`src/core/fwe_pkg.sv`:
```
// Constants, types and opcodes for the flash write-enable and status block
package fwe_pkg;

  // Opcodes
  localparam logic [7:0] CMD_WRITE_ENABLE = 8'h06;
  localparam logic [7:0] CMD_WRITE_DISABLE = 8'h04;
  localparam logic [7:0] CMD_READ_STATUS = 8'h05;
  localparam logic [7:0] CMD_WRITE_STATUS = 8'h01;
  localparam logic [7:0] CMD_PAGE_PROGRAM = 8'h02;
  localparam logic [7:0] CMD_REGION_WIPE_A = 8'hD8;
  localparam logic [7:0] CMD_REGION_WIPE_B = 8'h20;
  localparam logic [7:0] CMD_FULL_WIPE_A = 8'hC7;
  localparam logic [7:0] CMD_FULL_WIPE_B = 8'h60;
  localparam logic [7:0] CMD_PAR_ENTER = 8'h55;
  localparam logic [7:0] CMD_PAR_EXIT = 8'h45;

  // Frame lengths in bits
  localparam logic [5:0] BITS_OPCODE = 6'h08;
  localparam logic [5:0] BITS_STATUS_WR = 6'h10;
  localparam logic [5:0] BITS_ADDR_END = 6'h20;
  localparam logic [5:0] BITS_PROG_MIN = 6'h28;
  localparam logic [5:0] BITS_SAT = 6'h3F;
  localparam logic [2:0] BYTE_EDGE = 3'h0;

  // Status byte layout
  localparam int ST_LOCK = 7;
  localparam int ST_GUARD3 = 5;
  localparam int ST_GUARD_LO = 2;
  localparam int ST_WEL = 1;
  localparam int ST_BUSY = 0;
  localparam int ADDR_W = 24;
  localparam int SEC_MSB = 23;
  localparam int SEC_LSB = 16;
  localparam logic [3:0] GUARD_NONE = 4'h0;
  localparam logic [3:0] GUARD_HALF = 4'h8;
  localparam logic [8:0] SEC_TOTAL = 9'h100;
  localparam logic [8:0] SEC_ONE = 9'h001;

  // Non-volatile defaults at power-up
  localparam logic NV_LOCK_RESET = 1'b0;
  localparam logic [3:0] NV_GUARD_RESET = 4'h0;

  // Pin synchroniser lanes: cs_n, sck, si, wp_n
  localparam int PIN_CS = 3;
  localparam int PIN_SCK = 2;
  localparam int PIN_SI = 1;
  localparam int PIN_WP = 0;
  localparam logic [3:0] PIN_IDLE = 4'h9;

  // Status write duration
  localparam int CLK_MHZ = 125;
  localparam int STATUS_WRITE_NS = 1000;
  localparam int STATUS_WRITE_CYC = (STATUS_WRITE_NS * CLK_MHZ + 999) / 1000;
  localparam logic [7:0] WRITE_STATUS_CMD_CYC = 8'(STATUS_WRITE_CYC);
  localparam logic [7:0] TMR_LAST = 8'h01;

  typedef enum logic [1:0] {
    FWE_OP_IDLE = 2'b00,
    FWE_OP_STATUS = 2'b01,
    FWE_OP_ARRAY = 2'b10
  } fwe_op_kind_t;

  typedef struct packed {
    logic [3:0] f1;
    logic [3:0] f2;
    logic [3:0] f3;
    logic [3:0] lvl;
    logic [3:0] rise;
    logic [3:0] fall;
  } fwe_sync_state_t;

  typedef struct packed {
    logic [31:0] sh;
    logic [5:0] cnt;
    logic [2:0] bmod;
    logic [2:0] oidx;
    logic [7:0] op;
    logic [7:0] wdata;
    logic [23:0] addr;
    logic write_latch_bit;
    logic busy;
    fwe_op_kind_t kind;
    logic [7:0] tmr;
    logic lock;
    logic [3:0] guard;
    logic par;
    logic so;
    logic so_oe_n;
    logic [7:0] pout;
    logic pout_oe_n;
    logic prog_go;
    logic region_go;
    logic full_go;
  } fwe_core_state_t;

endpackage

```
`src/core/fwe_pins_if.sv`:
```
// Synchronised pin levels and serial clock edges between synchroniser and core
`timescale 1ns/1ps
interface fwe_pins_if;
  logic cs_n;
  logic cs_rise;
  logic sck_rise;
  logic sck_fall;
  logic si;
  logic wp_n;

  modport drv (output cs_n, output cs_rise, output sck_rise, output sck_fall,
               output si, output wp_n);
  modport use_side (input cs_n, input cs_rise, input sck_rise, input sck_fall,
                    input si, input wp_n);
endinterface

```
`src/core/fwe_pin_sync.sv`:
```
// Three-stage pin synchroniser with agreement filter and edge pulses
`timescale 1ns/1ps
module fwe_pin_sync (
  input logic clk,
  input logic rstn,
  input logic [3:0] pins,
  fwe_pins_if.drv pio
);
  import fwe_pkg::*;

  fwe_sync_state_t st;
  fwe_sync_state_t next_st;
  logic [3:0] chg;

  ////////////////////////////////////////////////////////////////////////
  // A lane moves only once stages two and three agree; stage one feeds stage two only
  always_comb begin
    next_st = st;
    chg = ~(st.f2 ^ st.f3) & (st.f3 ^ st.lvl);
    next_st.f1 = pins;
    next_st.f2 = st.f1;
    next_st.f3 = st.f2;
    next_st.lvl = st.lvl ^ chg;
    next_st.rise = chg & st.f3;
    next_st.fall = chg & ~st.f3;
  end

  // Idle levels at reset so no false frame edge appears
  always_ff @(posedge clk or negedge rstn) begin
    if (!rstn) begin
      st <= '{f1: PIN_IDLE, f2: PIN_IDLE, f3: PIN_IDLE, lvl: PIN_IDLE,
              rise: GUARD_NONE, fall: GUARD_NONE};
    end else begin
      st <= next_st;
    end
  end

  ////////////////////////////////////////////////////////////////////////
  // Export to the core
  assign pio.cs_n = st.lvl[PIN_CS];
  assign pio.cs_rise = st.rise[PIN_CS];
  assign pio.sck_rise = st.rise[PIN_SCK];
  assign pio.sck_fall = st.fall[PIN_SCK];
  assign pio.si = st.lvl[PIN_SI];
  assign pio.wp_n = st.lvl[PIN_WP];
endmodule

```
`src/core/fwe_status_core.sv`:
```
// Write latch, busy flag, status and protection logic of the serial flash
`timescale 1ns/1ps
module fwe_status_core #(
  parameter bit SMALL_SECTOR = 1'b0
) (
  input logic clk,
  input logic rstn,
  input logic chip_select_n,
  input logic serial_clk,
  input logic serial_in,
  input logic protect_accel_pin,
  input logic op_done,
  output logic serial_out,
  output logic serial_out_oe_n,
  output logic [7:0] parallel_out_bus,
  output logic parallel_out_oe_n,
  output logic program_go,
  output logic region_wipe_go,
  output logic full_wipe_go,
  output logic [fwe_pkg::ADDR_W-1:0] op_addr
);
  import fwe_pkg::*;

  fwe_pins_if pio ();
  fwe_core_state_t st;
  fwe_core_state_t next_st;
  logic [31:0] sh_in;
  logic [5:0] cnt_in;
  logic hw_locked_mode;
  logic [7:0] stat;
  logic frame_end;

  ////////////////////////////////////////////////////////////////////////
  // Helpers

  // Status byte as seen by the host
  function automatic logic [7:0] status_byte(input logic lock, input logic [3:0] g,
                                             input logic write_latch_bit, input logic busy);
    logic [7:0] b;
    b = 8'h00;
    b[ST_LOCK] = lock;
    b[ST_GUARD3] = SMALL_SECTOR ? g[3] : 1'b0;
    b[ST_GUARD_LO +: 3] = g[2:0];
    b[ST_WEL] = write_latch_bit;
    b[ST_BUSY] = busy;
    return b;
  endfunction

  // Guarded top region: 2^(g-1) 64K sectors, codes past half guard all
  function automatic logic guard_hit(input logic [3:0] g, input logic [23:0] a);
    logic [8:0] lim;
    lim = SEC_TOTAL - (SEC_ONE << (g - 4'h1));
    if (g == GUARD_NONE) begin
      return 1'b0;
    end else if (g > GUARD_HALF) begin
      return 1'b1;
    end else begin
      return {1'b0, a[SEC_MSB:SEC_LSB]} >= lim;
    end
  endfunction

  function automatic logic is_cmd(input logic [7:0] op, input logic [7:0] a,
                                  input logic [7:0] b);
    return (op == a) || (op == b);
  endfunction

  ////////////////////////////////////////////////////////////////////////
  // Pins enter through the synchroniser
  fwe_pin_sync u_sync (
    .clk(clk),
    .rstn(rstn),
    .pins({chip_select_n, serial_clk, serial_in, protect_accel_pin}),
    .pio(pio)
  );

  // Lock needs both the bit and a low pin; pin high releases at once
  assign hw_locked_mode = st.lock && !pio.wp_n;
  assign stat = status_byte(st.lock, st.guard, st.write_latch_bit, st.busy);
  assign frame_end = pio.cs_rise;
  assign sh_in = {st.sh[30:0], pio.si};
  assign cnt_in = (st.cnt == BITS_SAT) ? BITS_SAT : 6'(st.cnt + 6'h01);

  ////////////////////////////////////////////////////////////////////////
  // Next-state logic
  always_comb begin
    next_st = st;
    next_st.prog_go = 1'b0;
    next_st.region_go = 1'b0;
    next_st.full_go = 1'b0;

    // Shift in on rising serial clock while selected
    if (!pio.cs_n && pio.sck_rise) begin
      next_st.sh = sh_in;
      next_st.cnt = cnt_in;
      next_st.bmod = 3'(st.bmod + 3'h1);
      if (cnt_in == BITS_OPCODE) begin
        next_st.op = sh_in[7:0];
      end
      if (cnt_in == BITS_STATUS_WR) begin
        next_st.wdata = sh_in[7:0];
      end
      if (cnt_in == BITS_ADDR_END) begin
        next_st.addr = sh_in[23:0];
      end
    end

    // Drive status on falling edge; live value, so busy changes show up
    if (!pio.cs_n && pio.sck_fall && st.cnt >= BITS_OPCODE
        && st.op == CMD_READ_STATUS) begin
      if (st.par) begin
        next_st.pout = stat;
        next_st.pout_oe_n = 1'b0;
      end else begin
        next_st.so = stat[3'h7 - st.oidx];
        next_st.so_oe_n = 1'b0;
        next_st.oidx = 3'(st.oidx + 3'h1);
      end
    end

    // Internal operation completion clears busy and the latch
    if (st.busy) begin
      if (st.kind == FWE_OP_STATUS) begin
        next_st.tmr = 8'(st.tmr - 8'h01);
        if (st.tmr == TMR_LAST) begin
          next_st.busy = 1'b0;
          next_st.write_latch_bit = 1'b0;
          next_st.kind = FWE_OP_IDLE;
        end
      end else if (op_done) begin
        next_st.busy = 1'b0;
        next_st.write_latch_bit = 1'b0;
        next_st.kind = FWE_OP_IDLE;
      end
    end

    // Frame end: only whole frames act, and nothing but reads while busy
    if (frame_end && !st.busy) begin
      case (st.op)
        CMD_WRITE_ENABLE: begin
          if (st.cnt == BITS_OPCODE) begin
            next_st.write_latch_bit = 1'b1;
          end
        end
        CMD_WRITE_DISABLE: begin
          if (st.cnt == BITS_OPCODE) begin
            next_st.write_latch_bit = 1'b0;
          end
        end
        CMD_WRITE_STATUS: begin
          if (st.cnt == BITS_STATUS_WR && st.write_latch_bit && !hw_locked_mode) begin
            next_st.lock = st.wdata[ST_LOCK];
            next_st.guard = SMALL_SECTOR ? st.wdata[5:2]
                                         : {1'b0, st.wdata[4:2]};
            next_st.busy = 1'b1;
            next_st.kind = FWE_OP_STATUS;
            next_st.tmr = WRITE_STATUS_CMD_CYC;
          end
        end
        CMD_PAGE_PROGRAM: begin
          if (st.cnt >= BITS_PROG_MIN && st.bmod == BYTE_EDGE && st.write_latch_bit
              && !guard_hit(st.guard, st.addr)) begin
            next_st.prog_go = 1'b1;
            next_st.busy = 1'b1;
            next_st.kind = FWE_OP_ARRAY;
          end
        end
        CMD_PAR_ENTER: begin
          if (st.cnt == BITS_OPCODE) begin
            next_st.par = 1'b1;
          end
        end
        CMD_PAR_EXIT: begin
          if (st.cnt == BITS_OPCODE) begin
            next_st.par = 1'b0;
          end
        end
        default: begin
          if (is_cmd(st.op, CMD_REGION_WIPE_A, CMD_REGION_WIPE_B)
              && st.cnt == BITS_ADDR_END && st.write_latch_bit
              && !guard_hit(st.guard, st.addr)) begin
            next_st.region_go = 1'b1;
            next_st.busy = 1'b1;
            next_st.kind = FWE_OP_ARRAY;
          end
          if (is_cmd(st.op, CMD_FULL_WIPE_A, CMD_FULL_WIPE_B)
              && st.cnt == BITS_OPCODE && st.write_latch_bit
              && st.guard == GUARD_NONE) begin
            next_st.full_go = 1'b1;
            next_st.busy = 1'b1;
            next_st.kind = FWE_OP_ARRAY;
          end
        end
      endcase
    end

    // Deselected: restart framing, release outputs
    if (pio.cs_n) begin
      next_st.cnt = 6'h00;
      next_st.bmod = 3'h0;
      next_st.oidx = 3'h0;
      next_st.so_oe_n = 1'b1;
      next_st.pout_oe_n = 1'b1;
    end
  end

  ////////////////////////////////////////////////////////////////////////
  // State register; lock and guard take their stored defaults at power-up
  always_ff @(posedge clk or negedge rstn) begin
    if (!rstn) begin
      st <= '0;
      st.lock <= NV_LOCK_RESET;
      st.guard <= NV_GUARD_RESET;
      st.so_oe_n <= 1'b1;
      st.pout_oe_n <= 1'b1;
    end else begin
      st <= next_st;
    end
  end

  // Outputs straight from the state register
  assign serial_out = st.so;
  assign serial_out_oe_n = st.so_oe_n;
  assign parallel_out_bus = st.pout;
  assign parallel_out_oe_n = st.pout_oe_n;
  assign program_go = st.prog_go;
  assign region_wipe_go = st.region_go;
  assign full_wipe_go = st.full_go;
  assign op_addr = st.addr;

  ////////////////////////////////////////////////////////////////////////
  // Checks
  property p_write_enable_cmd_sets;
    @(posedge clk) disable iff (!rstn)
      frame_end && !st.busy && st.op == CMD_WRITE_ENABLE && st.cnt == BITS_OPCODE
      |=> st.write_latch_bit && !st.busy;
  endproperty
  a_write_enable_cmd_sets: assert property (p_write_enable_cmd_sets) else $error("write enable not latched");

  property p_write_disable_cmd_clears;
    @(posedge clk) disable iff (!rstn)
      frame_end && !st.busy && st.op == CMD_WRITE_DISABLE && st.cnt == BITS_OPCODE
      |=> !st.write_latch_bit;
  endproperty
  a_write_disable_cmd_clears: assert property (p_write_disable_cmd_clears) else $error("write disable ignored");

  property p_short_frame;
    @(posedge clk) disable iff (!rstn)
      frame_end && !st.busy && st.cnt != BITS_OPCODE
      |=> $stable(st.write_latch_bit);
  endproperty
  a_short_frame: assert property (p_short_frame) else $error("partial frame moved latch");

  property p_no_latch_no_write;
    @(posedge clk) disable iff (!rstn)
      frame_end && !st.write_latch_bit && st.op == CMD_WRITE_STATUS
      |=> $stable(st.guard) && $stable(st.lock) && !$rose(st.busy);
  endproperty
  a_no_latch_no_write: assert property (p_no_latch_no_write)
    else $error("status written without latch");

  property p_locked_ignores;
    @(posedge clk) disable iff (!rstn)
      frame_end && hw_locked_mode && st.op == CMD_WRITE_STATUS
      |=> $stable(st.guard) && $stable(st.lock);
  endproperty
  a_locked_ignores: assert property (p_locked_ignores)
    else $error("status changed while locked");

  property p_write_status_cmd_keeps_latch;
    @(posedge clk) disable iff (!rstn)
      $rose(st.busy) && st.kind == FWE_OP_STATUS
      |-> st.write_latch_bit ##1 (st.busy && st.write_latch_bit) [*4];
  endproperty
  a_write_status_cmd_keeps_latch: assert property (p_write_status_cmd_keeps_latch)
    else $error("status write touched latch");

  property p_done_clears;
    @(posedge clk) disable iff (!rstn)
      st.busy && st.kind == FWE_OP_ARRAY && op_done |=> !st.busy && !st.write_latch_bit;
  endproperty
  a_done_clears: assert property (p_done_clears) else $error("completion kept latch");

  // Counts cycles of a running status write; a sequence that long would not unroll
  logic [7:0] write_status_cmd_age;
  always_ff @(posedge clk or negedge rstn) begin
    if (!rstn) begin
      write_status_cmd_age <= 8'h00;
    end else begin
      write_status_cmd_age <= (st.busy && st.kind == FWE_OP_STATUS) ? 8'(write_status_cmd_age + 8'h01) : 8'h00;
    end
  end
  property p_write_status_cmd_time;
    @(posedge clk) disable iff (!rstn)
      $fell(st.busy) && $past(st.kind) == FWE_OP_STATUS |-> write_status_cmd_age == WRITE_STATUS_CMD_CYC;
  endproperty
  a_write_status_cmd_time: assert property (p_write_status_cmd_time) else $error("status write length wrong");

  property p_full_guard;
    @(posedge clk) disable iff (!rstn)
      st.full_go |-> st.guard == GUARD_NONE && st.busy;
  endproperty
  a_full_guard: assert property (p_full_guard) else $error("full wipe with guard set");

  property p_region_guard;
    @(posedge clk) disable iff (!rstn)
      (st.prog_go || st.region_go) |-> !guard_hit(st.guard, st.addr);
  endproperty
  a_region_guard: assert property (p_region_guard) else $error("guarded region written");

  property p_serial_status;
    @(posedge clk) disable iff (!rstn)
      !pio.cs_n && pio.sck_fall && !st.par && st.op == CMD_READ_STATUS
      && st.cnt >= BITS_OPCODE
      |=> !st.so_oe_n && st.so == $past(stat[3'h7 - st.oidx]);
  endproperty
  a_serial_status: assert property (p_serial_status) else $error("status bit wrong");

  property p_parallel_status;
    @(posedge clk) disable iff (!rstn)
      !pio.cs_n && pio.sck_fall && st.par && st.op == CMD_READ_STATUS
      && st.cnt >= BITS_OPCODE
      |=> !st.pout_oe_n && st.pout == $past(stat);
  endproperty
  a_parallel_status: assert property (p_parallel_status)
    else $error("parallel status wrong");

  property p_release_on_deselect;
    @(posedge clk) disable iff (!rstn)
      pio.cs_rise |=> st.so_oe_n && st.pout_oe_n;
  endproperty
  a_release_on_deselect: assert property (p_release_on_deselect)
    else $error("output held after deselect");

  property p_no_lock_free;
    @(posedge clk) disable iff (!rstn)
      !st.lock |-> !hw_locked_mode;
  endproperty
  a_no_lock_free: assert property (p_no_lock_free) else $error("locked without lock bit");
endmodule

```
`config.mk`:
```
export PLATFORM = sky130hd
export DESIGN_NAME = fwe_status_core
export DESIGN_NICKNAME = d
export VERILOG_FILES = /design/src/core/fwe_pkg.sv /design/src/core/fwe_pins_if.sv /design/src/core/fwe_pin_sync.sv /design/src/core/fwe_status_core.sv
export SDC_FILE = /design/constraint.sdc
export NUM_CORES = 1
export LEC_CHECK = 0
export ABC_AREA = 1
export BUFFER_PORTS_ARGS = -buffer_cell sky130_fd_sc_hd__buf_2
export CAP_MARGIN = 15
export CORE_ASPECT_RATIO = 2
export CORE_MARGIN = 2
export CORE_UTILIZATION = 45
export CTS_CLUSTER_SIZE = 30
export DETAILED_ROUTE_END_ITERATION = 12
export PLACE_DENSITY = 0.67
export SYNTH_ARGS = -nofsm -noshare
export SYNTH_HDL_FRONTEND = slang
export SYNTH_SLANG_ARGS = --single-unit
export TNS_END_PERCENT = 10
```
`constraint.sdc`:
```
create_clock -name clk -period 4.08 [get_ports clk]
set_input_delay 0.816 -clock clk [delete_from_list [all_inputs] [get_ports clk]]
set_output_delay 0.816 -clock clk [all_outputs]
set_load 0.05 [all_outputs]
```
== After elaboration in Yosys (flattened, before gate mapping) ==
Cells that the tools add are included.
Storage, ports and cells
  flip-flop bits (word level): 127
  output and inout bits: 38
  word-level logic and storage cells: 156
  input bits: 7
Operators by class
  magnitude comparators: 5
  equal/unequal tests: 23
  muxes and demuxes: 42
  shifts and indexed selects: 1
  add/sub/neg operators: 7
  reduce and logical (&&, ||, !) cells: 42
  bitwise logic cells: 9
Operators by type and width (count)
  $eq 8x3->1 const B: 3
  $eq 8x7->1 const B: 3
  $mux 12: 2
  $eq 6x6->1 const B: 3
  $mux 1: 18
  $mux 18: 1
  $mux 3: 6
  $mux 9: 2
  $logic_and 1x1->1: 17
  $eq 8x1->1 const B: 2
  $eq 8x8->1 const B: 2
  $mux 16: 1
  $reduce_and 2->1: 7
  $mux 13: 1
  $eq 6x4->1 const B: 2
  $eq 6x5->1 const B: 2
  $mux 4: 3
  $xor 4x4->4: 3
  $mux 10: 1
  $ge 8x9->1: 1
  $pmux 3 s3: 1
  $shl 1x4->9 const A: 1
  $sub 9x9->9 const A: 1
  $and 4x4->4: 2
  other kinds (32): 44

== Logic depth before layout (Yosys ltp) ==
Gate-level depths: netlist of run 1.
  depth after elaboration: 14
  mapped depth: 19
  gate-level depth less buffers: 19

== Modules after synthesis ==
Synthesis of run 1 repeated with hierarchy kept, for this count alone.
Second synthesis, totals
  cell total of the unflattened synthesis: 644
  area total of the unflattened synthesis: 5641.7 µm²
By module, submodules not included
  fwe_status_core: cells an instance 606, times used 1, sequential area each 2504.9 µm², area each 5078.6 µm²
  fwe_pin_sync: cells an instance 38, times used 1, sequential area each 485.5 µm², area each 563.0 µm²

== Least setup slack after synthesis of run 1 ==
Ideal clock, no wire load.
  kind: register to register
  from: register st[17] (netlist bit)
  to: register st[28] (netlist bit)
  data arrival time: 2176 ps
  required time: 3963 ps
  period minus slack after synthesis: 2294 ps
  library setup time: 117 ps
  slack: 1786 ps
  cell stages (with the launch flop): 19
  buffers on the path: 0
  path through: dfrtp_1 -> inv_1 -> nand3_1 -> ha_1 -> nand3_1 -> o21ai_0 -> ha_1 -> nand2_1 -> nand2_1 -> nand3_1 -> nand2_1 -> nor2_1 -> nand3_1 -> nand2_1 -> nand2_1 -> nand2_1 -> nand2_1 -> nand3_1 -> nand2_1
RTL lines
  start: declaration: RTL line fwe_status_core.sv:25  | fwe_core_state_t st;
  start signal: assignment: RTL line fwe_status_core.sv:216  | st <= next_st;

==> results.tsv, run 1 <==
stage	metric	value	unit
critical_path	crit path cell chain	inv_1 > nand3_1 > ha_1 > xnor2_1 > ha_1 > nand2_1 > nand2_1 > a21oi_1 > nor2_1 > nor2_1 > nand3_1 > nand2_1 > nand2_1 > nand2_1 > nand2_1 > nand3_1 > nand2_1	
timing	Slew @ Worst Pin	1.08	ns
critical_path	CP delay by family, top	simple AND/OR/NAND/NOR gates	
die	Initial Util	46.0	%
clocking	CTS tree	done	
layout	diodes inserted	0	
clocking	clk slew on worst S/H paths	0.05	ns
global_route	pin count of the biggest net entering global routing	65	
clocking	clk buf depth	2	
layout	commonest non-fill, non-tap cells in the layout	nand2_1 (135), dfrtp_1 (109), inv_1 (83)	
critical_path	Crit Path Class	reg2reg	
layout	commonest non-fill, non-tap cell in the layout	nand2_1	
layout	number of fill cells	1157	
synth	number of enable flip-flop cells after synthesis	0	
synth	xor/xnor share of the synthesized area	0.607	%
synth	post-synthesis mux area share	0.390	%
routing	ANT nets after route	0	
routing	total number of vias	4289	
layout	Syn-to-layout area delta	11.8	%
routing	Vias/cell	5.20	
synth	Mapped Area	0.00577	mm^2
run	MaxCap Viol Count	0	
routing	Starting DRT DRC Count	232	
critical_path	Worst setup EP type	register	
critical_path	most frequent CP cell	nand2_1	
run_status	outcome	finished, final reports clean	
critical_path	CP max-delay cell	dfrtp_1	
global_route	global route overflow	0	
synth	compound-cell area share of the yosys netlist	12.9	%
die	Top Ports	45	
power	worst vdd ir	0.312	mV
global_route	gr usage total	18.0	%
layout	layout cells sized above 1	20.4	%
clocking	hold buffers post-CTS	0	
timing	Final min period	2.70	ns
die	core area	0.0126	mm^2
clocking	H-tree Lvls	4	
routing	DR pass1 iterations	7	
power	Leakage	3.11	nW
die	# rows	58	
synth	Mapped Cells	643	
die	Die W	84.1	um
synth	Mean Syn Cell Area	8.98	um^2
timing	RSZ-0062 raised after global routing	no	
synth	Simple-Gate Fraction of Synth Area	19.1	%
critical_path	Critical Path RT	4.37	ns
synth	Post-synth top flop	dfrtp_1	
place	DP Cell Count	793	
clocking	cts repair resizes	0	
synth	Yosys reg bits	119	
timing	Slew Viols, Final	0	
routing	Routed WL per cell	14.0	um
synth	Area contributors post-synth	dfrtp_1 (47%), nand2_1 (8.8%), inv_1 (5.4%)	
routing	DRC	0	
power	cell area power density	439	mW/mm^2
die	height of the die	164	um
power	total chip power	2.84	mW
clocking	Num CTS Buffers	17	
critical_path	Worst path max stage delay	0.43	ns
clocking	Clock Sinks	119	
synth	Seq/Total Area, Yosys	51.8	%
place	IO Port Bufs	42	
timing	Setup TNS	0	ns
synth	top-area cell type share of the netlist area	47.2	%
routing	Routed WL	11600	um
critical_path	Arr. time, crit path	2.99	ns
die	Die Footprint	0.0138	mm^2
critical_path	critical path peak fanout	7	
global_route	vias in the first global route	4356	
global_route	initial antenna violation count	0	
place	hpwl dp	8320	um
clocking	Setup Fix Bufs, Post-CTS	0	
synth	post-synthesis adder-cell area fraction	3.81	%
timing	final setup fails	0	
clocking	Skew-Pair Late Insertion Delay	0.41	ns
global_route	first-pass GRT wire length	19900	um
place	Routability Congestion	0.879	
critical_path	worst path bufs/invs	1	
synth	YS warnings	0	
timing	Hold Vio Cnt, Final	0	
layout	final std cells w/o fill	825	
min_path	Hold/Removal Path Class	reg2reg	
critical_path	CP Launch Type	register	
synth	Unique masters post-synth	45	
clocking	CTS Root Cell	clkbuf_16	
timing	Max Clock Skew	0.0103	ns
timing	crit share post-route	66.2	%
timing	max_slew headroom	27.9	%
synth	largest family of logic cells by synthesized area	simple AND/OR/NAND/NOR gates	
synth	Yosys top cell by area	dfrtp_1	
synth	share of synthesized registers carrying an async set or reset	100	%
timing	FMAX	370	MHz
layout	Layout Nets	685	
-- worst reg2reg max path, delay by kind of cell (launching register included) --
kind                       cells  cell delay (ns)
and+or+nand+nor               12             0.96
adders and majority gates      2             0.57
DFF                            1             0.43
xor gates and xnor gates       1             0.24
AOI/OAI and AO/OA              1             0.19
buffers and inverters          1             0.18
-- through the flow --
| step | instance area (um^2) | hold slack (ns) | setup WS, ns | utilization, % |
|---|---|---|---|---|
| after global placement | 5880 | 0.334 | 1.48 | 46.8 |
| after detailed placement | 5880 | 0.336 | 1.42 | 46.8 |
| after CTS | 6450 | 0.348 | 1.35 | 51.4 |
| after global routing | 6450 | 0.351 | 1.05 | 51.4 |
| after floorplan | 5780 | 0.331 | 1.79 | - |
| final | 6450 | 0.346 | 1.38 | 51.4 |
-- cell usage after synthesis, types with 2 or more instances --
cell type,number
mux2_2,2
o21a_1,5
ha_1,16
buf_4,32
a21oi_1,16
o21ai_2,28
nor3_1,11
buf_6,3
o22ai_1,3
nand4_1,9
nor2_2,3
nor3_4,2
o21ai_1,2
maj3_1,2
buf_2,4
inv_2,4
nand2_1,135
nand3_1,25
nor2_1,42
dfstp_2,10
clkbuf_1,5
nor4_1,2
o21ai_0,58
xor2_1,3
inv_1,83
a31oi_1,3
dfrtp_1,109
nand2_2,7
nand3_2,3
-- cell type report --
| type | instances | area [um^2] | share of cell area, % |
|---|---|---|---|
| Timing Repair Buffer | 44 | 240 | 3.72 |
| Tap cell | 150 | 188 | 2.91 |
| Clock buffer | 20 | 447 | 6.92 |
| Sequential cell | 119 | 2990 | 46.3 |
| Clock inverter | 12 | 129 | 2.00 |
| Multi-Input combinational cell | 393 | 2130 | 33.0 |
| Inverter | 87 | 327 | 5.06 |
-- state kept, by name, summed over array words and instances (netlist names), 4 cells and up, named ones only --
name,cells
st,41
u_sync.next_st,8
op_addr,24
parallel_out_bus,6
sh_in,23
u_sync.st,4
-- report_power, final --
| part | switching [mW] | internal (mW) | total [mW] |
|---|---|---|---|
| Combinational | 0.108 | 0.0326 | 0.140 |
| Clock | 0.526 | 0.910 | 1.44 |
| Sequential | 0.0300 | 1.23 | 1.26 |
-- cells by family (layout without fill, tap and decap cells) --
logic type                 count (synthesis)  count (layout)
other                                      1               2
AOI/OAI and AO/OA                        120             120
xor gates and xnor gates                   4               4
and+or+nand+nor                          247             247
adders and majority gates                 18              18
buffers and inverters                    132             163
DFF                                      119             119
muxes                                      2               2
-- final timing paths --
| kind | startpoint | to | slack [ns] | cells past startpoint |
|---|---|---|---|---|
| min in group asynchronous | rstn | parallel_out_bus[2] | 0.45 | 1 |
| min | u_sync.next_st[18] | u_sync.next_st[14] | 0.35 | 0 |
| max in group asynchronous | rstn | u_sync.st[13] | 2.85 | 2 |
| max | st[17] | st[28] | 1.38 | 17 |
| max reg2reg | st[17] | st[28] | 1.38 | 17 |
| min reg2reg | u_sync.next_st[18] | u_sync.next_st[14] | 0.35 | 0 |
-- per-layer routing --
metal / vias up / share of wire [%] / GRT usage (%)
li1: 2082 / - / -
met3: 29 / 2.8 / 3.57
met1: 2079 / 39 / 19.1
met2: 99 / 55 / 33.0
met4: 0 / 3.5 / 9.75
met5: - / 0 / 0
Note: power is estimated with default switching activity, not from simulation.
==> run 2, diff against run 1 <==
==> constraint.sdc (replaced) <==
create_clock -name clk -period 2.8 [get_ports clk]
set_input_delay 0.56 -clock clk [delete_from_list [all_inputs] [get_ports clk]]
set_output_delay 0.56 -clock clk [all_outputs]
set_load 0.05 [all_outputs]
==> results.tsv, run 2 (synthesized netlist as in run 1, its figures left out) <==
stage	metric	value	unit	change
clocking	CTS tree	done		
power	cell area power density	641	mW/mm^2	+46%
critical_path	critical path peak fanout	7		unchanged
timing	Slew Viols, Final	0		unchanged
global_route	gr usage total	18.2	%	+0.16 points
layout	layout cells sized above 1	22.0	%	+1.5 points
critical_path	CP Launch Type	register		
clocking	clk buf depth	2		unchanged
routing	met3 WL post-DR	290	um	-12%
clocking	clk slew on worst S/H paths	0.06	ns	about the same
die	Die W	84.1	um	unchanged
power	worst vdd ir	0.444	mV	+42%
layout	Syn-to-layout area delta	12.5	%	
timing	worst setup margin	0.212	ns	-1.17 ns
power	Leakage	3.15	nW	+1.2%
timing	Hold Vio Cnt, Final	0		unchanged
clocking	Skew-Pair Late Insertion Delay	0.41	ns	about the same
global_route	initial antenna violation count	0		unchanged
timing	FMAX	386	MHz	+4.3%
die	Die Footprint	0.0138	mm^2	unchanged
clocking	Num CTS Buffers	17		unchanged
clocking	hold buffers post-CTS	0		unchanged
critical_path	Worst setup EP type	register		
routing	met2 wire length	6410	um	+0.42%
layout	Largest register FFs	41		unchanged
place	dpl ws	0.156	ns	-1.26 ns
global_route	pin count of the biggest net entering global routing	66		+1.5%
layout	Largest Register	st		
layout	Layout Nets	688		+0.44%
clocking	CTS Root Cell	clkbuf_16		
timing	Slew @ Worst Pin	0.614	ns	-0.464 ns
routing	total number of vias	4254		-0.82%
timing	final setup fails	0		unchanged
min_path	Hold/Removal Path Class	in2async		
place	hpwl dp	8410	um	+1.1%
critical_path	Crit Path Class	reg2reg		
layout	commonest non-fill, non-tap cells in the layout	nand2_1 (135), dfrtp_1 (108), inv_1 (81)		
die	Top Ports	45		unchanged
timing	Setup TNS	0	ns	unchanged
routing	met1 WL	4490	um	+0.56%
die	core area	0.0126	mm^2	unchanged
routing	DRC	0		unchanged
critical_path	Critical Path RT	3.12	ns	-1.25 ns
die	Initial Util	46.0	%	unchanged
die	height of the die	164	um	unchanged
global_route	vias in the first global route	4465		+2.5%
die	# rows	58		unchanged
run_status	outcome	finished, final reports clean		
layout	diodes inserted	0		unchanged
timing	Max Clock Skew	0.00827	ns	-0.00198 ns
global_route	global route overflow	0		unchanged
layout	commonest non-fill, non-tap cell in the layout	nand2_1		
timing	Final min period	2.59	ns	-0.111 ns
critical_path	length in cells of the worst reg-to-reg path	14		-3
routing	Routed WL per cell	14.0	um	-0.40%
timing	max_slew headroom	59.1	%	+31 points
routing	Vias/cell	5.14		-1.2%
critical_path	Arr. time, crit path	2.90	ns	-0.09 ns
place	IO Port Bufs	42		unchanged
clocking	Clock Sinks	119		unchanged
place	Routability Congestion	0.855		-2.7%
run	MaxCap Viol Count	0		unchanged
global_route	first-pass GRT wire length	20100	um	+1.1%
clocking	H-tree Lvls	4		unchanged
routing	DR top layer	met4		
routing	Starting DRT DRC Count	165		-29%
timing	RSZ-0062 raised after global routing	no		
timing	crit share post-route	92.4	%	+26 points
routing	Routed WL	11600	um	about the same
routing	ANT nets after route	0		unchanged
routing	DR pass1 iterations	5		-2
run 2: cell count changes in the layout (fill, tap and decap cells not counted), sizes merged:
cell / previous run / this run
clkbuf: 20 / 17
clkinvlp: 6 / 2
bufinv: 2 / 1
clkinv: 4 / 3
inv: 87 / 96
buf: 44 / 47
run 2: critical path, cell delays in order (launching register included):
cell	delay [ns]
dfrtp_1	0.44
inv_2	0.14
nand3_1	0.09
ha_2	0.23
o22ai_1	0.18
ha_1	0.30
nand2_1	0.11
inv_1	0.05
a21oi_1	0.22
nor2_1	0.07
nor2_1	0.08
nand3_1	0.07
nand2_1	0.14
nand3_1	0.16
o211ai_1	0.22
run 2: layout make-up:
cell class                 count  area [um^2]
inverter                      87          327
fill                        1164         6060
clock inverter                15          158
tap                          150          188
timing repair buffer          47          263
sequential                   119         2990
clock buffer                  17          425
multi-input combinational    393         2140
run 2: stage by stage:
step	hold slack [ns]	cells	power (mW)	util [%]	cell area, um^2
global route	0.0909	828	4.33	51.7	6490
finish	0.0706	828	4.16	51.7	6490
CTS	0.0823	828	4.20	51.6	6480
detailed placement	0.340	796	2.07	47.0	5900
floorplan	0.264	644	1.98	-	5780
global placement	0.333	796	2.06	47.0	5900
run 2: path summary, 6_finish.rpt:
kind                                    start                  end  slack, ns
max reg2reg                            st[17]               st[29]       0.21
min reg2reg                u_sync.next_st[17]   u_sync.next_st[13]       0.35
min                                      rstn  parallel_out_bus[2]       0.07
max                                    st[17]               st[29]       0.21
max in group asynchronous                rstn   u_sync.next_st[16]       1.99
min in group clk                chip_select_n   u_sync.next_st[19]       0.25
run 2: power breakdown:
group	switching (mW)	total (mW)	internal, mW
clock network	0.866	2.12	1.26
registers	0.0430	1.83	1.79
logic	0.156	0.204	0.0480
run 2: repair_timing:
item / in CTS / in global routing
resized for setup: 0 / 6
endpoints found under the setup margin: 0 / 4
setup buffers: 0 / 0
hold endpoints to repair: 0 / 0
run 2: per-layer routing:
layer	vias up	track usage [%]
met5	-	0
met4	0	9.90
met3	29	3.27
met2	79	33.1
met1	2056	19.6
li1	2090	-
==> run 3, diff against run 2 <==
--- a/config.mk
+++ b/config.mk
@@ -10,10 +10,10 @@
 export CAP_MARGIN = 15
 export CORE_ASPECT_RATIO = 2
 export CORE_MARGIN = 2
-export CORE_UTILIZATION = 45
+export CORE_UTILIZATION = 44
 export CTS_CLUSTER_SIZE = 30
 export DETAILED_ROUTE_END_ITERATION = 12
-export PLACE_DENSITY = 0.67
+export PLACE_DENSITY = 0.66
 export SYNTH_ARGS = -nofsm -noshare
 export SYNTH_HDL_FRONTEND = slang
 export SYNTH_SLANG_ARGS = --single-unit
==> results.tsv, run 3 (synthesized netlist as in run 1, its figures left out) <==
stage	metric	value	unit	change
run_status	outcome	finished, final reports clean		
global_route	gr usage total	18.1	%	-0.087 points
clocking	Clock Sinks	119		unchanged
timing	Hold Vio Cnt, Final	0		unchanged
power	Leakage	3.18	nW	+1.2%
die	Die Footprint	0.0141	mm^2	+2.2%
critical_path	R2R Path End	st[28]		
timing	FMAX	385	MHz	-0.32%
clocking	Setup Fix Bufs, Post-CTS	0		unchanged
critical_path	length in cells of the worst reg-to-reg path	19		+5
clocking	clk buf depth	2		unchanged
global_route	first-pass GRT wire length	20400	um	+1.2%
global_route	vias in the first global route	4444		-0.47%
clocking	CTS tree	done		
global_route	initial antenna violation count	0		unchanged
routing	DRC	0		unchanged
global_route	pin count of the biggest net entering global routing	55		-17%
timing	Setup TNS	0	ns	unchanged
layout	commonest non-fill, non-tap cell in the layout	nand2_1		
routing	Routed WL	11800	um	+1.8%
routing	Starting DRT DRC Count	227		+38%
layout	design area	0.00657	mm^2	+1.2%
critical_path	critical path peak fanout	6		-1
timing	Final min period	2.60	ns	+0.00838 ns
run	MaxCap Viol Count	0		unchanged
critical_path	crit path capture	st[28]		
layout	commonest non-fill, non-tap cells in the layout	nand2_1 (134), dfrtp_1 (109), inv_1 (82)		
layout	layout cells sized above 1	21.7	%	-0.29 points
layout	diodes inserted	0		unchanged
place	dpl cell area	0.00590	mm^2	about the same
die	Die W	85.0	um	+1.1%
layout	Seq. cell area	0.00299	mm^2	about the same
power	total chip power	4.45	mW	+7.0%
clocking	CTS Root Cell	clkbuf_16		
critical_path	CP Launch Type	register		
timing	final setup fails	0		unchanged
global_route	global route overflow	0		unchanged
clocking	H-tree Lvls	4		unchanged
place	DP Cell Count	798		+0.25%
die	height of the die	166	um	+1.1%
critical_path	Worst Setup SP	st[15]		
clocking	hold buffers post-CTS	0		unchanged
layout	final std cells w/o fill	830		+0.24%
die	# rows	59		+1.7%
layout	footprint of the multi-input gates	0.00214	mm^2	unchanged
timing	WHS	0.133	ns	+0.0623 ns
place	hpwl dp	8560	um	+1.8%
routing	DR pass1 iterations	5		unchanged
die	Top Ports	45		unchanged
power	worst vdd ir	0.444	mV	about the same
power	cell area power density	677	mW/mm^2	+5.7%
routing	Vias/cell	5.19		+0.96%
timing	max_slew headroom	54.9	%	-4.2 points
clocking	Skew-Pair Late Insertion Delay	0.41	ns	about the same
place	IO Port Bufs	42		unchanged
clocking	clk slew on worst S/H paths	0.06	ns	about the same
routing	total number of vias	4305		+1.2%
layout	Layout Nets	688		unchanged
routing	Routed WL per cell	14.2	um	+1.5%
critical_path	Crit Path Class	reg2reg		
die	core area	0.0129	mm^2	+2.9%
min_path	Hold/Removal Path Class	in2async		
layout	Largest Register	st		
layout	number of fill cells	1159		-0.43%
die	Initial Util	44.7	%	-1.3 points
timing	Slew @ Worst Pin	0.671	ns	+0.0568 ns
place	Routability Congestion	0.921		+7.7%
timing	Max Clock Skew	0.00928	ns	+0.00101 ns
timing	crit share post-route	92.7	%	+0.30 points
timing	RSZ-0062 raised after global routing	no		
critical_path	Worst setup EP type	register		
layout	Largest register FFs	41		unchanged
layout	Syn-to-layout area delta	13.9	%	
clocking	Num CTS Buffers	17		unchanged
critical_path	Critical Path RT	3.10	ns	-0.02 ns
critical_path	Critical R2R Launch	st[15]		
routing	ANT nets after route	0		unchanged
critical_path	Arr. time, crit path	2.89	ns	about the same
timing	Slew Viols, Final	0		unchanged
critical_path	FF-to-FF setup slack	0.20	ns	about the same
## run 3: final cells by class
class | count | share of cell area, %
sequential | 119 | 45.5
clock inverter | 14 | 3.39
multi-input combinational | 393 | 32.6
inverter | 87 | 4.97
tap | 152 | 2.89
clock buffer | 18 | 6.68
timing repair buffer | 47 | 4.00
## run 3: repair_timing
item / 4_1_cts / 5_1_grt
endpoints found under the hold margin: 0 / 0
resized for setup: 0 / 4
endpoints found under the setup margin: 0 / 4
## run 3: metal layers
layer	vias to the layer above	GRT usage, %	routed length (um)
li1	2089	-	-
met1	2091	19.7	4460
met2	96	32.0	6500
met3	29	4.13	370
met4	0	9.18	441
met5	-	0	0
## run 3: worst min-delay path by stage
stage,from,endpoint,slack (ns),cells after the start
detailed placement,u_sync.next_st[17],u_sync.next_st[13],0.34,0
global route,rstn,op_addr[23],0.17,1
finish,rstn,op_addr[17],0.13,1
global placement,u_sync.next_st[18],u_sync.next_st[14],0.33,0
CTS,rstn,op_addr[17],0.14,1
floorplan,rstn,asynchronous set/reset pin,0.26,0
## run 3: worst max-delay path: stages (launching register included)
cell and delay, ns:
dfrtp_1 0.36, inv_1 0.11, nor2_1 0.18, nand2_1 0.11, ha_2 0.22, nand3_2 0.12, o21ai_0 0.11, ha_1 0.32
nand2_1 0.08, nand2_1 0.05, nand3_1 0.09, nand2_1 0.06, nor2_1 0.10, nand3_1 0.09, nand2_2 0.11, nand2_1 0.08
nand2_1 0.09, nand2_1 0.07, nand3_1 0.08, nand2_1 0.06
## run 3: stage by stage
step | setup WS, ns | util (%)
5_1_grt | 0.0145 | 50.9
2_1_floorplan | 0.506 | -
6_report | 0.204 | 50.9
3_5_place_dp | 0.124 | 45.7
4_1_cts | 0.0919 | 50.8
3_3_place_gp | 0.271 | 45.7
## run 3: power by group
part / total [mW] / internal, mW / switching [mW]
combinational: 0.203 / 0.0479 / 0.155
clock: 2.42 / 1.61 / 0.805
sequential: 1.83 / 1.79 / 0.0432
